## config.mk

```make
export PLATFORM = sky130hd
export DESIGN_NAME = sbs_top
export DESIGN_NICKNAME = d
export VERILOG_FILES = /design/src/inc/sbs_pkg.sv /design/src/verilog/sbs_bank.sv /design/src/verilog/sbs_top.sv
export SDC_FILE = /design/constraint.sdc
export NUM_CORES = 1
export LEC_CHECK = 0
export BUFFER_PORTS_ARGS = -buffer_cell sky130_fd_sc_hd__buf_2
export CAP_MARGIN = 25
export CELL_PAD_IN_SITES_DETAIL_PLACEMENT = 0
export CELL_PAD_IN_SITES_GLOBAL_PLACEMENT = 1
export CORE_ASPECT_RATIO = 0.7
export CORE_MARGIN = 2
export CORE_UTILIZATION = 30
export DETAILED_ROUTE_END_ITERATION = 10
export PLACE_DENSITY_LB_ADDON = 0.15
export SLEW_MARGIN = 20
export SYNTH_ARGS = -nofsm -noshare
export SYNTH_HDL_FRONTEND = slang
export SYNTH_SLANG_ARGS = --single-unit
```

## constraint.sdc

```tcl
create_clock -name clk -period 4.5 [get_ports clk]
set_input_delay 0.225 -clock clk [delete_from_list [all_inputs] [get_ports clk]]
set_output_delay 0.225 -clock clk [all_outputs]
set_load 0.02 [all_outputs]
```

## src/inc/sbs_pkg.sv

```systemverilog
// Shared constants and types of the SDRAM bank state tracker.
// Assumes a single 250 MHz clock; all intervals become whole cycles here.
package sbs_pkg;

  // ==========================================================================
  // Clock and interval figures
  localparam int CLK_NS = 4;
  localparam int PRECHARGE_PERIOD_NS = 18;
  localparam int ROW_TO_COLUMN_DELAY_NS = 18;
  localparam int WRITE_RECOVERY_INTERVAL_NS = 12;
  localparam int REFRESH_CYCLE_TIME_NS = 60;
  localparam int MIN_ROW_ACTIVE_TIME_NS = 42;
  localparam int ACTIVATE_TO_ACTIVATE_DELAY_NS = 12;
  localparam int MODE_LOAD_CLOCKS = 2;

  // Least times round up to whole cycles
  localparam int PRECHARGE_PERIOD_CYC =
    (PRECHARGE_PERIOD_NS + CLK_NS - 1) / CLK_NS;
  localparam int ROW_TO_COLUMN_DELAY_CYC =
    (ROW_TO_COLUMN_DELAY_NS + CLK_NS - 1) / CLK_NS;
  localparam int WRITE_RECOVERY_INTERVAL_CYC =
    (WRITE_RECOVERY_INTERVAL_NS + CLK_NS - 1) / CLK_NS;
  localparam int REFRESH_CYCLE_TIME_CYC =
    (REFRESH_CYCLE_TIME_NS + CLK_NS - 1) / CLK_NS;
  localparam int MIN_ROW_ACTIVE_TIME_CYC =
    (MIN_ROW_ACTIVE_TIME_NS + CLK_NS - 1) / CLK_NS;
  localparam int ACTIVATE_TO_ACTIVATE_DELAY_CYC =
    (ACTIVATE_TO_ACTIVATE_DELAY_NS + CLK_NS - 1) / CLK_NS;

  // ==========================================================================
  // Layout of the sampled pin vector
  localparam int PIN_W = 8;
  localparam int PIN_AP = 0;
  localparam int PIN_BA_LO = 1;
  localparam int PIN_WE = 3;
  localparam int PIN_CAS = 4;
  localparam int PIN_RAS = 5;
  localparam int PIN_CS = 6;
  localparam int PIN_CKE = 7;
  localparam int BA_W = 2;
  localparam int NUM_BANKS = 4;
  localparam int CNT_W = 8;
  localparam int BURST_LEN = 4;

  // ==========================================================================
  // Commands, bank states and device states
  typedef enum logic [3:0] {
    CMD_DESELECT, CMD_NOP, CMD_BURST_STOP, CMD_READ, CMD_READ_AUTOCLOSE,
    CMD_WRITE, CMD_WRITE_AUTOCLOSE, CMD_ROW_OPEN, CMD_PRECHARGE,
    CMD_ALL_BANK_PRECHARGE, CMD_REFRESH, CMD_SELF_REFRESH, CMD_MODE_LOAD
  } sbs_cmd_t;

  typedef enum logic [3:0] {
    BANK_IDLE, BANK_ACTIVATING, BANK_ACTIVE, BANK_READ, BANK_WRITE,
    BANK_READ_AP, BANK_WRITE_AP, BANK_WR_RECOVER, BANK_WR_RECOVER_AP,
    BANK_PRECHARGING
  } sbs_bank_st_t;

  typedef enum logic [2:0] {
    DEV_NORMAL, DEV_REFRESHING, DEV_MODE_ACCESS, DEV_POWER_DOWN,
    DEV_SELF_REFRESH
  } sbs_dev_st_t;

endpackage : sbs_pkg

```

## src/verilog/sbs_bank.sv

```systemverilog
// One bank's state machine with its interval and burst counters.
// Assumes decoded, registered commands from the same clock domain.
`timescale 1ns/1ps
module sbs_bank #(
  parameter int CW  = sbs_pkg::CNT_W,
  parameter int BL  = sbs_pkg::BURST_LEN,
  parameter int RCD = sbs_pkg::ROW_TO_COLUMN_DELAY_CYC,
  parameter int RP  = sbs_pkg::PRECHARGE_PERIOD_CYC,
  parameter int DPL = sbs_pkg::WRITE_RECOVERY_INTERVAL_CYC,
  parameter int RAS = sbs_pkg::MIN_ROW_ACTIVE_TIME_CYC
) (
  // Clock and synchronised reset
  input  wire logic                  clk,
  input  wire logic                  rst_n,
  // Decoded command
  input  wire logic                  cmd_valid,
  input  wire sbs_pkg::sbs_cmd_t     cmd,
  input  wire logic                  hit,
  // Bank status
  output sbs_pkg::sbs_bank_st_t      bank_state,
  output logic                       illegal
);

  typedef struct packed {
    sbs_pkg::sbs_bank_st_t st;
    logic [CW-1:0]         cnt;
    logic [CW-1:0]         ras;
    logic                  keep_open;
    logic                  illegal;
  } sbs_bank_reg_t;

  sbs_bank_reg_t q;
  sbs_bank_reg_t d;
  logic          done;
  logic          mine;
  logic          col;
  logic          pre;
  logic          act;
  logic          burst_stop_cmd;

  // ==========================================================================
  // Next state
  always_comb begin
    d = q;
    d.illegal = 1'h0;
    done = (q.cnt == '0);
    mine = cmd_valid && hit;
    col = mine && (cmd inside {sbs_pkg::CMD_READ,
      sbs_pkg::CMD_READ_AUTOCLOSE, sbs_pkg::CMD_WRITE,
      sbs_pkg::CMD_WRITE_AUTOCLOSE});
    pre = mine && (cmd inside {sbs_pkg::CMD_PRECHARGE,
      sbs_pkg::CMD_ALL_BANK_PRECHARGE});
    act = mine && (cmd == sbs_pkg::CMD_ROW_OPEN);
    burst_stop_cmd = mine && (cmd == sbs_pkg::CMD_BURST_STOP);
    if (!done) begin
      d.cnt = q.cnt - CW'(1);
    end
    if (q.ras != '0) begin
      d.ras = q.ras - CW'(1);
    end
    unique case (q.st)
      sbs_pkg::BANK_IDLE: begin
        if (act) begin
          d.st = sbs_pkg::BANK_ACTIVATING;
          d.cnt = CW'(RCD - 1);
          d.ras = CW'(RAS);
        end else if (col) begin
          d.illegal = 1'h1;
        end
      end
      sbs_pkg::BANK_ACTIVATING: begin
        d.illegal = col || act || pre;
        if (done) begin
          d.st = sbs_pkg::BANK_ACTIVE;
        end
      end
      sbs_pkg::BANK_ACTIVE, sbs_pkg::BANK_READ, sbs_pkg::BANK_WRITE,
      sbs_pkg::BANK_WR_RECOVER: begin
        if (col) begin
          d.cnt = CW'(BL - 1);
          unique case (cmd)
            sbs_pkg::CMD_READ:           d.st = sbs_pkg::BANK_READ;
            sbs_pkg::CMD_READ_AUTOCLOSE: d.st = sbs_pkg::BANK_READ_AP;
            sbs_pkg::CMD_WRITE:          d.st = sbs_pkg::BANK_WRITE;
            default:                     d.st = sbs_pkg::BANK_WRITE_AP;
          endcase
        end else if (act || (pre && q.st == sbs_pkg::BANK_WR_RECOVER)) begin
          d.illegal = 1'h1;
        end else if (pre) begin
          if (q.ras != '0) begin
            d.illegal = 1'h1;
          end else begin
            d.st = sbs_pkg::BANK_PRECHARGING;
            d.cnt = CW'(RP - 1);
          end
        end else if (burst_stop_cmd && q.st != sbs_pkg::BANK_WR_RECOVER) begin
          d.st = sbs_pkg::BANK_ACTIVE;
        end else if (done && q.st == sbs_pkg::BANK_WRITE) begin
          d.st = sbs_pkg::BANK_WR_RECOVER;
          d.cnt = CW'(DPL - 1);
        end else if (done && q.st != sbs_pkg::BANK_ACTIVE) begin
          d.st = sbs_pkg::BANK_ACTIVE;
        end
      end
      sbs_pkg::BANK_READ_AP, sbs_pkg::BANK_WRITE_AP: begin
        d.illegal = col || act || pre || burst_stop_cmd;
        d.keep_open = 1'h0;
        if (done && q.st == sbs_pkg::BANK_READ_AP) begin
          d.st = sbs_pkg::BANK_PRECHARGING;
          d.cnt = CW'(RP - 1);
        end else if (done) begin
          d.st = sbs_pkg::BANK_WR_RECOVER_AP;
          d.cnt = CW'(DPL - 1);
        end
      end
      sbs_pkg::BANK_WR_RECOVER_AP: begin
        d.illegal = col || act || pre;
        d.keep_open = q.keep_open || burst_stop_cmd;
        if (done) begin
          d.st = d.keep_open ? sbs_pkg::BANK_ACTIVE
                             : sbs_pkg::BANK_PRECHARGING;
          d.cnt = CW'(RP - 1);
        end
      end
      sbs_pkg::BANK_PRECHARGING: begin
        d.illegal = col || act;
        if (done) begin
          d.st = sbs_pkg::BANK_IDLE;
        end
      end
      default: begin
        d.st = sbs_pkg::BANK_IDLE;
      end
    endcase
  end

  always_ff @(posedge clk or negedge rst_n) begin
    if (!rst_n) begin
      q <= '{st: sbs_pkg::BANK_IDLE, cnt: '0, ras: '0, keep_open: 1'h0,
             illegal: 1'h0};
    end else begin
      q <= d;
    end
  end

  assign bank_state = q.st;
  assign illegal = q.illegal;

  // ==========================================================================
  // Checks
  localparam int RP_C = RP;
  localparam int RCD_C = RCD;
endmodule : sbs_bank

```

## src/verilog/sbs_top.sv

```systemverilog
// SDRAM command decode, device-wide states and per-bank state tracking.
// Assumes the controller drives every pin from this same 250 MHz clock.
`timescale 1ns/1ps

// What this block does
// - Read autoclose finishes burst, then precharges
// - Write autoclose finishes burst, then recovers, closes
// - Precharging ignores commands, idle after period
// - Activating ignores commands, active after delay
// - Write recovery ends in row active
// - Column commands allowed in recovery; no activate/precharge
// - Recovery autoclose precharges, unless burst stop
// - Refresh allows only idle commands and burst stop, ends after cycle
// - Mode load allows only idle commands, two clocks
// - Decode only when clock enable high twice
// - Idle and clock enable low: power down
// - Idle, enable low with refresh: self refresh
// - Autoclose bit picks one bank or all
// - Autoclose bit on column command closes row
module sbs_top #(
  parameter int NB  = sbs_pkg::NUM_BANKS,
  parameter int BAW = sbs_pkg::BA_W,
  parameter int CW  = sbs_pkg::CNT_W
) (
  // Clock and reset
  input  wire logic                       clk,
  input  wire logic                       rst_n,
  // Command pins
  input  wire logic                       cke,
  input  wire logic                       cs_n,
  input  wire logic                       ras_n,
  input  wire logic                       cas_n,
  input  wire logic                       we_n,
  input  wire logic [BAW-1:0]             ba,
  input  wire logic                       auto_precharge_bit,
  // Status
  output sbs_pkg::sbs_bank_st_t [NB-1:0]  bank_state,
  output logic [NB-1:0]                   bank_illegal,
  output logic                            cmd_illegal,
  output logic                            all_idle,
  output sbs_pkg::sbs_dev_st_t            dev_state,
  output logic                            buffers_on
);

  localparam int PW = sbs_pkg::PIN_W;

  typedef struct packed {
    logic [PW-1:0]        s1;
    logic [PW-1:0]        s2;
    logic [PW-1:0]        acc;
    logic                 cke_prev;
    logic                 cmd_valid;
    sbs_pkg::sbs_cmd_t    cmd;
    logic [BAW-1:0]       bank;
    sbs_pkg::sbs_dev_st_t gstate;
    logic [CW-1:0]        gcnt;
    logic [CW-1:0]        rrd;
    logic                 illegal;
    logic                 all_idle;
    logic                 buffers_on;
  } sbs_top_reg_t;

  sbs_top_reg_t      q;
  sbs_top_reg_t      d;
  logic              rst_meta_q;
  logic              rst_sync_n;
  logic [NB-1:0]     idle_now;
  logic              idle_all;
  logic              cke_now;
  logic              cmd_en;
  logic              idle_cmd;
  sbs_pkg::sbs_cmd_t dec;

  // ==========================================================================
  // Reset release
  always_ff @(posedge clk or negedge rst_n) begin
    if (!rst_n) begin
      rst_meta_q <= 1'h0;
      rst_sync_n <= 1'h0;
    end else begin
      rst_meta_q <= 1'h1;
      rst_sync_n <= rst_meta_q;
    end
  end

  // ==========================================================================
  // Banks
  genvar gi;
  for (gi = 0; gi < NB; gi++) begin : g_bank
    sbs_bank #(
      .CW (CW)
    ) u_bank (
      .clk        (clk),
      .rst_n      (rst_sync_n),
      .cmd_valid  (q.cmd_valid && q.gstate == sbs_pkg::DEV_NORMAL),
      .cmd        (q.cmd),
      .hit        (q.cmd inside {sbs_pkg::CMD_ALL_BANK_PRECHARGE,
                    sbs_pkg::CMD_BURST_STOP} ||
                   q.bank == BAW'(gi)),
      .bank_state (bank_state[gi]),
      .illegal    (bank_illegal[gi])
    );
    assign idle_now[gi] = (bank_state[gi] == sbs_pkg::BANK_IDLE);
  end

  // ==========================================================================
  // Decode and device state
  always_comb begin
    d = q;
    idle_all = &idle_now;
    // Same-clock pins pass a plain three-stage register: no filtering,
    // so every pin cycle counts as exactly one command
    d.s1 = {cke, cs_n, ras_n, cas_n, we_n, ba, auto_precharge_bit};
    d.s2 = q.s1;
    d.acc = q.s2;
    cke_now = q.acc[sbs_pkg::PIN_CKE];
    d.cke_prev = cke_now;
    cmd_en = q.cke_prev && cke_now;
    if (q.acc[sbs_pkg::PIN_CS]) begin
      dec = sbs_pkg::CMD_DESELECT;
    end else begin
      unique case (q.acc[sbs_pkg::PIN_RAS:sbs_pkg::PIN_WE])
        3'h7: dec = sbs_pkg::CMD_NOP;
        3'h6: dec = sbs_pkg::CMD_BURST_STOP;
        3'h5: dec = q.acc[sbs_pkg::PIN_AP] ? sbs_pkg::CMD_READ_AUTOCLOSE
                                           : sbs_pkg::CMD_READ;
        3'h4: dec = q.acc[sbs_pkg::PIN_AP] ? sbs_pkg::CMD_WRITE_AUTOCLOSE
                                           : sbs_pkg::CMD_WRITE;
        3'h3: dec = sbs_pkg::CMD_ROW_OPEN;
        3'h2: dec = q.acc[sbs_pkg::PIN_AP] ? sbs_pkg::CMD_ALL_BANK_PRECHARGE
                                           : sbs_pkg::CMD_PRECHARGE;
        3'h1: dec = cke_now ? sbs_pkg::CMD_REFRESH
                            : sbs_pkg::CMD_SELF_REFRESH;
        default: dec = sbs_pkg::CMD_MODE_LOAD;
      endcase
    end
    idle_cmd = dec inside {sbs_pkg::CMD_DESELECT, sbs_pkg::CMD_NOP};
    d.cmd_valid = cmd_en;
    d.cmd = dec;
    d.bank = q.acc[sbs_pkg::PIN_BA_LO +: BAW];
    d.illegal = 1'h0;
    d.all_idle = idle_all;
    if (q.gcnt != '0) begin
      d.gcnt = q.gcnt - CW'(1);
    end
    if (q.rrd != '0) begin
      d.rrd = q.rrd - CW'(1);
    end
    unique case (q.gstate)
      sbs_pkg::DEV_NORMAL: begin
        if (q.cke_prev && !cke_now && idle_all) begin
          d.gstate = (dec == sbs_pkg::CMD_SELF_REFRESH)
                   ? sbs_pkg::DEV_SELF_REFRESH
                   : sbs_pkg::DEV_POWER_DOWN;
        end else if (cmd_en && dec == sbs_pkg::CMD_ROW_OPEN) begin
          d.illegal = (q.rrd != '0);
          d.rrd = CW'(sbs_pkg::ACTIVATE_TO_ACTIVATE_DELAY_CYC - 1);
        end else if (cmd_en && dec == sbs_pkg::CMD_REFRESH) begin
          d.illegal = !idle_all;
          if (idle_all) begin
            d.gstate = sbs_pkg::DEV_REFRESHING;
            d.gcnt = CW'(sbs_pkg::REFRESH_CYCLE_TIME_CYC - 1);
          end
        end else if (cmd_en && dec == sbs_pkg::CMD_MODE_LOAD) begin
          d.illegal = !idle_all;
          if (idle_all) begin
            d.gstate = sbs_pkg::DEV_MODE_ACCESS;
            d.gcnt = CW'(sbs_pkg::MODE_LOAD_CLOCKS - 1);
          end
        end
      end
      sbs_pkg::DEV_REFRESHING: begin
        d.illegal = cmd_en && !idle_cmd &&
                    dec != sbs_pkg::CMD_BURST_STOP;
        if (q.gcnt == '0) begin
          d.gstate = sbs_pkg::DEV_NORMAL;
        end
      end
      sbs_pkg::DEV_MODE_ACCESS: begin
        d.illegal = cmd_en && !idle_cmd;
        if (q.gcnt == '0) begin
          d.gstate = sbs_pkg::DEV_NORMAL;
        end
      end
      sbs_pkg::DEV_POWER_DOWN: begin
        if (!q.cke_prev && cke_now) begin
          d.gstate = sbs_pkg::DEV_NORMAL;
        end
      end
      default: begin
        if (!q.cke_prev && cke_now) begin
          d.gstate = sbs_pkg::DEV_REFRESHING;
          d.gcnt = CW'(sbs_pkg::REFRESH_CYCLE_TIME_CYC - 1);
        end
      end
    endcase
    d.buffers_on = !(d.gstate inside {sbs_pkg::DEV_POWER_DOWN,
                     sbs_pkg::DEV_SELF_REFRESH});
  end

  always_ff @(posedge clk or negedge rst_sync_n) begin
    if (!rst_sync_n) begin
      q <= '{s1: '0, s2: '0, acc: '0, cke_prev: 1'h0,
             cmd_valid: 1'h0, cmd: sbs_pkg::CMD_DESELECT, bank: '0,
             gstate: sbs_pkg::DEV_NORMAL, gcnt: '0, rrd: '0,
             illegal: 1'h0, all_idle: 1'h1, buffers_on: 1'h1};
    end else begin
      q <= d;
    end
  end

  assign cmd_illegal = q.illegal;
  assign all_idle = q.all_idle;
  assign dev_state = q.gstate;
  assign buffers_on = q.buffers_on;

  // ==========================================================================
  // Checks
  localparam int RC_C = sbs_pkg::REFRESH_CYCLE_TIME_CYC;
endmodule : sbs_top
```

==> reports/metrics.yaml, run 1 <==
status: "finished, final reports clean"
critPathCaptureType: "flop"
finalPower_uw: 5540
cts_made_buffers: 17
place_area_mm2: 0.00919
cp.buffers_inverters: 0
grt_pass1_vias: 7036
die_h_um: 147
initial_core_util: 0.305
die_w_um: 209
powerDensity_mw_per_mm2: 559
seqCellArea_mm2: 0.00361
reg2reg_setup_slack_ns: 1.62
p_comb_frac: 0.343
nNetsFinal: 1072
swShare: 0.375
synthFlopType: "dfrtp_1"
clkSinkCount: 144
grt_max_degree: 63
synth-compound-area-share: 0.201
power.internal_uw: 3460
multi_input_area_mm2: 0.00470
crit_required_ns: 4.82
final_cell_area_mm2: 0.00990
clockPowerShare: 0.273
critPathKind: "reg2reg"
postCtsSetupBuffers: 0
yosysWarnings: 0
ys_types: 81
synth_top_family_by_area: "simple AND/OR/NAND/NOR gates"
synth-seq-cells: 144
port_buffers: 35
place_congestion: 0.822
routed_via_density: 5.23
wl_per_cell_um: 16.6
synth.avg_cell_area_um2: 8.44
totalWireLength_mm: 23.9
initialDrtViolationCount: 682
drive_gt1_frac: 0.102
tightest_slew_ns: 0.845
vias: 7516
clkTransAtPathRegs_ns: 0.06
peakVddDrop_uv: 250
dieArea_mm2: 0.0308
crit_path_max_incr_delay_ns: 0.74
layout_min_cycle_time_ns: 2.88
synthCells: 1045
synth_xor_area_frac: 0.0477
grt_pass1_wl_mm: 39.4
antennaDiodeCount: 0
synthAdderAreaFrac: 0.0227
cts.path.max_buffers: 2
slowest_stage: "or4b_4"
cpLargestDelayFamily: "simple AND/OR/NAND/NOR gates"
worstPathMaxFanout: 21
final_max_slew_viol_count: 0
timing.fmax_ghz: 0.347
syn_area_mm2: 0.00882
setup-tns-final_ns: 0
synth_mux_area_frac: 0.0140
p_sw_uw: 2070
synthArstFlopShare: 1.00
r2r_cells: 6
ioPinCount: 36
startpoint: "dev_state[0]"
antenna_found_initial: 0
maxSlewHeadroom: 0.431
cts-htree-levels: 4
synth_nets: 1071
rsz0062_at_grt: "false"
crit_path_start_kind: "flop"
area_growth_pct: 12.2
p_seq_frac: 0.385
finalSetupViolations: 0
fillers: 3033
crit_cells: 6
hpwlAfterDp_mm: 16.9
maxCapViolations: 0
detail-route-antenna-nets: 0
fin_skew_ns: 0.00795
timing.rr.start: "dev_state[0]"
track_usage: 0.161
rows: 52
hold_violations: 0
clkLatencyLatePin_ns: 0.44
coreArea_mm2: 0.0289
hp-class: "in2async"
drcViolationCount: 0
root_buffer: "clkbuf_16"
worst-endpoint-arrival_ns: 3.20
yosys.area_share.simple: 0.246
cts_tree: "yes"
synth_edf_count: 0
crit_chain: "or4b_4 -> a211oi_4 -> nand2_2 -> nand2_1 -> o221ai_1 -> a211o_1"
grt_overflow: 0
p_leak_uw: 0.00410
yosysSeqAreaShare: 0.409
finalCritPeriodShare: 0.640
firstDrtPassIters: 7
[Yosys cell counts (all sizes together), types with 9 or more instances]
cell    instances  share of area
nor2b          21          0.015
o22ai           9         0.0064
o211ai          9         0.0082
o21ai          64          0.036
a21oi          73          0.042
xnor2          30          0.030
a22oi           9         0.0077
nand2         124          0.053
a211oi         10          0.011
xor2           18          0.018
inv            39          0.017
nand3          21          0.012
o31ai          11         0.0094
buf            37          0.027
dfrtp         142           0.40
a31oi          12         0.0085
mux2i           9          0.010
nand2b         18          0.013
clkbuf         35          0.015
nor2          120          0.052
nor3           45          0.027
ha             16          0.023
and2           13         0.0094
nor4           19          0.013
[flip-flops by register name, indices dropped and copies added, names as in the netlist]
| register | cells |
|---|---|
| rst_meta_q | 1 |
| q | 29 |
| g_bank.u_bank.illegal | 4 |
| g_bank.u_bank.q | 68 |
| dev_state | 3 |
| g_bank.u_bank.bank_state | 16 |
| buffers_on | 1 |
| all_idle | 1 |
| rst_sync_n | 1 |
| d | 18 |
| cmd_illegal | 1 |
| cke_now | 1 |
[metrics by stage]
| stage | setup WS, ns | hold slack [ns] | utilization | std cells |
|---|---|---|---|---|
| CTS | 1.59 | 0.0563 | 0.343 | 1436 |
| global route | 1.41 | 0.0900 | 0.343 | 1436 |
| global placement | 1.66 | 0.0112 | 0.318 | 1396 |
| detailed placement | 1.60 | 0.0118 | 0.318 | 1396 |
| finish | 1.62 | 0.0959 | 0.343 | 1436 |
| floorplan | 0.194 | -0.0706 | - | 1045 |
[cell families (layout without fill, tap and decap cells)]
group	Yosys count	count (layout)
xor gates and xnor gates	48	48
AOI/OAI and AO/OA	270	270
other	1	1
buffers and inverters	112	125
adders and majority gates	16	16
DFF	144	144
muxes	12	12
and+or+nand+nor	442	442
[cells in the final DEF (no fill, tap or decap), types with 6 or more instances in the layout]
| cell | synthesis | routed |
|---|---|---|
| buf_4 | 23 | 10 |
| nand3_1 | 21 | 21 |
| nand2b_1 | 18 | 18 |
| nor4_1 | 19 | 19 |
| a211oi_1 | 7 | 7 |
| dlygate4sd3_1 | 0 | 9 |
| ha_1 | 16 | 16 |
| dfrtp_1 | 142 | 141 |
| nor3_1 | 43 | 43 |
| nor3b_1 | 6 | 6 |
| o21ai_0 | 64 | 64 |
| or4_1 | 8 | 8 |
| o22ai_1 | 9 | 9 |
| nor2_1 | 119 | 119 |
| o211ai_1 | 8 | 8 |
| nand4_1 | 8 | 8 |
| a21oi_1 | 72 | 72 |
| xnor2_1 | 30 | 30 |
| o31ai_1 | 11 | 11 |
| and3_1 | 8 | 8 |
| clkbuf_16 | 0 | 17 |
| nor2b_1 | 21 | 21 |
| a22oi_1 | 9 | 9 |
| inv_1 | 39 | 39 |
| and2_1 | 10 | 10 |
| a31oi_1 | 12 | 12 |
| a21o_1 | 6 | 6 |
| buf_2 | 13 | 35 |
| xor2_1 | 18 | 18 |
| nand2_1 | 123 | 123 |
| mux2i_1 | 9 | 9 |
| o21a_1 | 6 | 6 |
| a32oi_1 | 8 | 8 |
[cell type report]
cell class	instances	share of cell area
repair buffers	54	0.0344
clock inverters	11	0.0154
multi-input cells	789	0.475
well taps	378	0.0478
inverters	40	0.0152
clock buffers	20	0.0472
flip-flops and latches	144	0.365
[layer usage]
metal | vias up | share of wire | GRT usage
met3 | 21 | 0.068 | 0.0393
met2 | 217 | 0.40 | 0.214
met1 | 3569 | 0.52 | 0.251
li1 | 3709 | - | -
met5 | - | 0 | 0
met4 | 0 | 0.013 | 0.0461
[path summary, 6_finish.rpt]
kind	endpoint
setup reg to reg	g_bank[1].u_bank.bank_state[0]
hold / removal	rst_sync_n
hold reg to reg	q[22]
min in group clk	q[22]
setup / recovery	g_bank[1].u_bank.bank_state[0]
max in group asynchronous	g_bank[0].u_bank.q[3]
[power by group through the flow]
stage                     combinational (uW)  sequential (uW)  clock, uW
final                                   1900             2130       1510
after CTS                               1910             2130       1570
after floorplan                         1600             2010          0
after global routing                    2200             2200       1620
after global placement                  1920             2160          0
after detailed placement                1890             2140          0
[what timing repair did]
item | CTS | global route
hold endpoints to repair | 10 | 0
hold buffers | 9 | 0
resized for setup | 0 | 0
Note: power is estimated with default switching activity, not from simulation.
==> inputs of run 2 (changes only) <==
==> constraint.sdc (replaced) <==
create_clock -name clk -period 2.45 [get_ports clk]
set_input_delay 0.1225 -clock clk [delete_from_list [all_inputs] [get_ports clk]]
set_output_delay 0.1225 -clock clk [all_outputs]
set_load 0.02 [all_outputs]
==> reports/metrics.yaml, run 2 (synthesis results as in run 1) <==
layout_common_cells: "140 x dfrtp_1, 127 x buf_4, 122 x nand2_1"
setup-tns-final_ns: 0
slowest_stage: "or4b_4"
final_max_slew_viol_count: 0
vias: 7896
cts_made_buffers: 17
die_w_um: 209
clkSinkCount: 144
powerDensity_mw_per_mm2: 975
cts_tree: "yes"
met2_usage: 0.218
ioPinCount: 36
maxCapViolations: 0
port_buffers: 35
use_met3: 0.0374
maxSlewHeadroom: 0.578
hold_violations: 0
root_buffer: "clkbuf_16"
clkLatencyLatePin_ns: 0.45
routed_via_density: 5.06
peakVddDrop_uv: 537
dp.cells: 1513
nNetsFinal: 1197
grt_pass1_vias: 7492
p_leak_uw: 0.00479
hp-class: "in2reg"
timing.fmax_ghz: 0.422
final_cells: 1562
hpwlAfterDp_mm: 18.0
largest_register_ffs: 68
grt_pass1_wl_mm: 40.6
grt_overflow: 0
final_cell_area_mm2: 0.0110
worstPathMaxFanout: 7
regMostFlops: "g_bank.u_bank.q"
detail-route-antenna-nets: 0
place_congestion: 0.857
grtUsageMet1: 0.264
seqCellArea_mm2: 0.00361
track_usage: 0.166
crit_chain: "or4b_4 -> a211oi_4 -> buf_4 -> nand2_2 -> nand2_1 -> o221ai_2 -> a211o_1"
area_growth_pct: 25.0
rsz0062_at_grt: "true"
die_h_um: 147
cpLargestDelayFamily: "simple AND/OR/NAND/NOR gates"
status: "finished, final reports clean"
rows: 52
grt.busiest_layer: "met1"
antenna_found_initial: 0
layout_commonest_cell: "dfrtp_1"
totalWireLength_mm: 24.7
cp.buffers_inverters: 1
crit_path_max_incr_delay_ns: 0.59
finalSetupViolations: 0
finalCritPeriodShare: 0.967
critPathKind: "reg2reg"
drive_gt1_frac: 0.216
cts-htree-levels: 4
fin_util: 0.382
initial_core_util: 0.305
fin_skew_ns: 0.00893
dieArea_mm2: 0.0308
layout_min_cycle_time_ns: 2.37
critPathCaptureType: "flop"
crit_required_ns: 2.79
grt_max_degree: 81
drcViolationCount: 0
clkTransAtPathRegs_ns: 0.07
place_area_mm2: 0.0101
wl_per_cell_um: 15.8
tightest_slew_ns: 0.628
fillers: 2999
initialDrtViolationCount: 592
antennaDiodeCount: 0
multi_input_area_mm2: 0.00483
crit_path_start_kind: "flop"
worst-endpoint-arrival_ns: 2.71
firstDrtPassIters: 6
cts.path.max_buffers: 2
coreArea_mm2: 0.0289
-- run 2: timing repair --
action                     CTS  global route
hold buffers                10             0
hold endpoints to repair    10             0
buffers inserted             0             7
cloned                       0             0
resized for setup            2            31
setup endpoints to repair    1            26
pin swaps                    0            11
-- run 2: where the power goes --
group          internal, uW  switching, uW  total, uW
sequential             3120            660       3790
combinational          2010           2210       4220
clock                  1620           1140       2750
-- run 2: layout make-up --
cell class / count / area share
Timing Repair Buffer: 179 / 0.123
Clock inverter: 15 / 0.0166
Multi-Input combinational cell: 789 / 0.438
Clock buffer: 17 / 0.0386
Tap cell: 378 / 0.0429
Sequential cell: 144 / 0.327
Inverter: 40 / 0.0143
-- run 2: worst paths after layout --
check                             start                              to  slack, ns  depth (start not counted)
setup / recovery           dev_state[1]  g_bank[1].u_bank.bank_state[0]       0.08                          7
hold / removal                    ba[1]                           d[40]       0.31                          2
setup reg to reg           dev_state[1]  g_bank[1].u_bank.bank_state[0]       0.08                          7
hold reg to reg              rst_sync_n                            q[8]       0.33                          1
max in group asynchronous    rst_sync_n  g_bank[3].u_bank.bank_state[3]       1.68                          1
min in group asynchronous    rst_sync_n                            q[8]       0.33                          1
-- run 2: stage by stage --
step | worst slack [ns] | power (uW) | hold WS (ns)
finish | 0.0808 | 10800 | 0.314
global route | -0.0212 | 11700 | 0.291
CTS | 0.0275 | 10700 | 0.285
detailed placement | 0.00650 | 7830 | -0.0904
global placement | 0.0108 | 7890 | -0.0906
floorplan | 0.0347 | 6620 | -0.173
-- run 2: metal layers --
metal,vias up,routed length (um)
li1,3966,-
met4,0,291
met3,17,1580
met2,230,9630
met5,-,0
met1,3683,13200
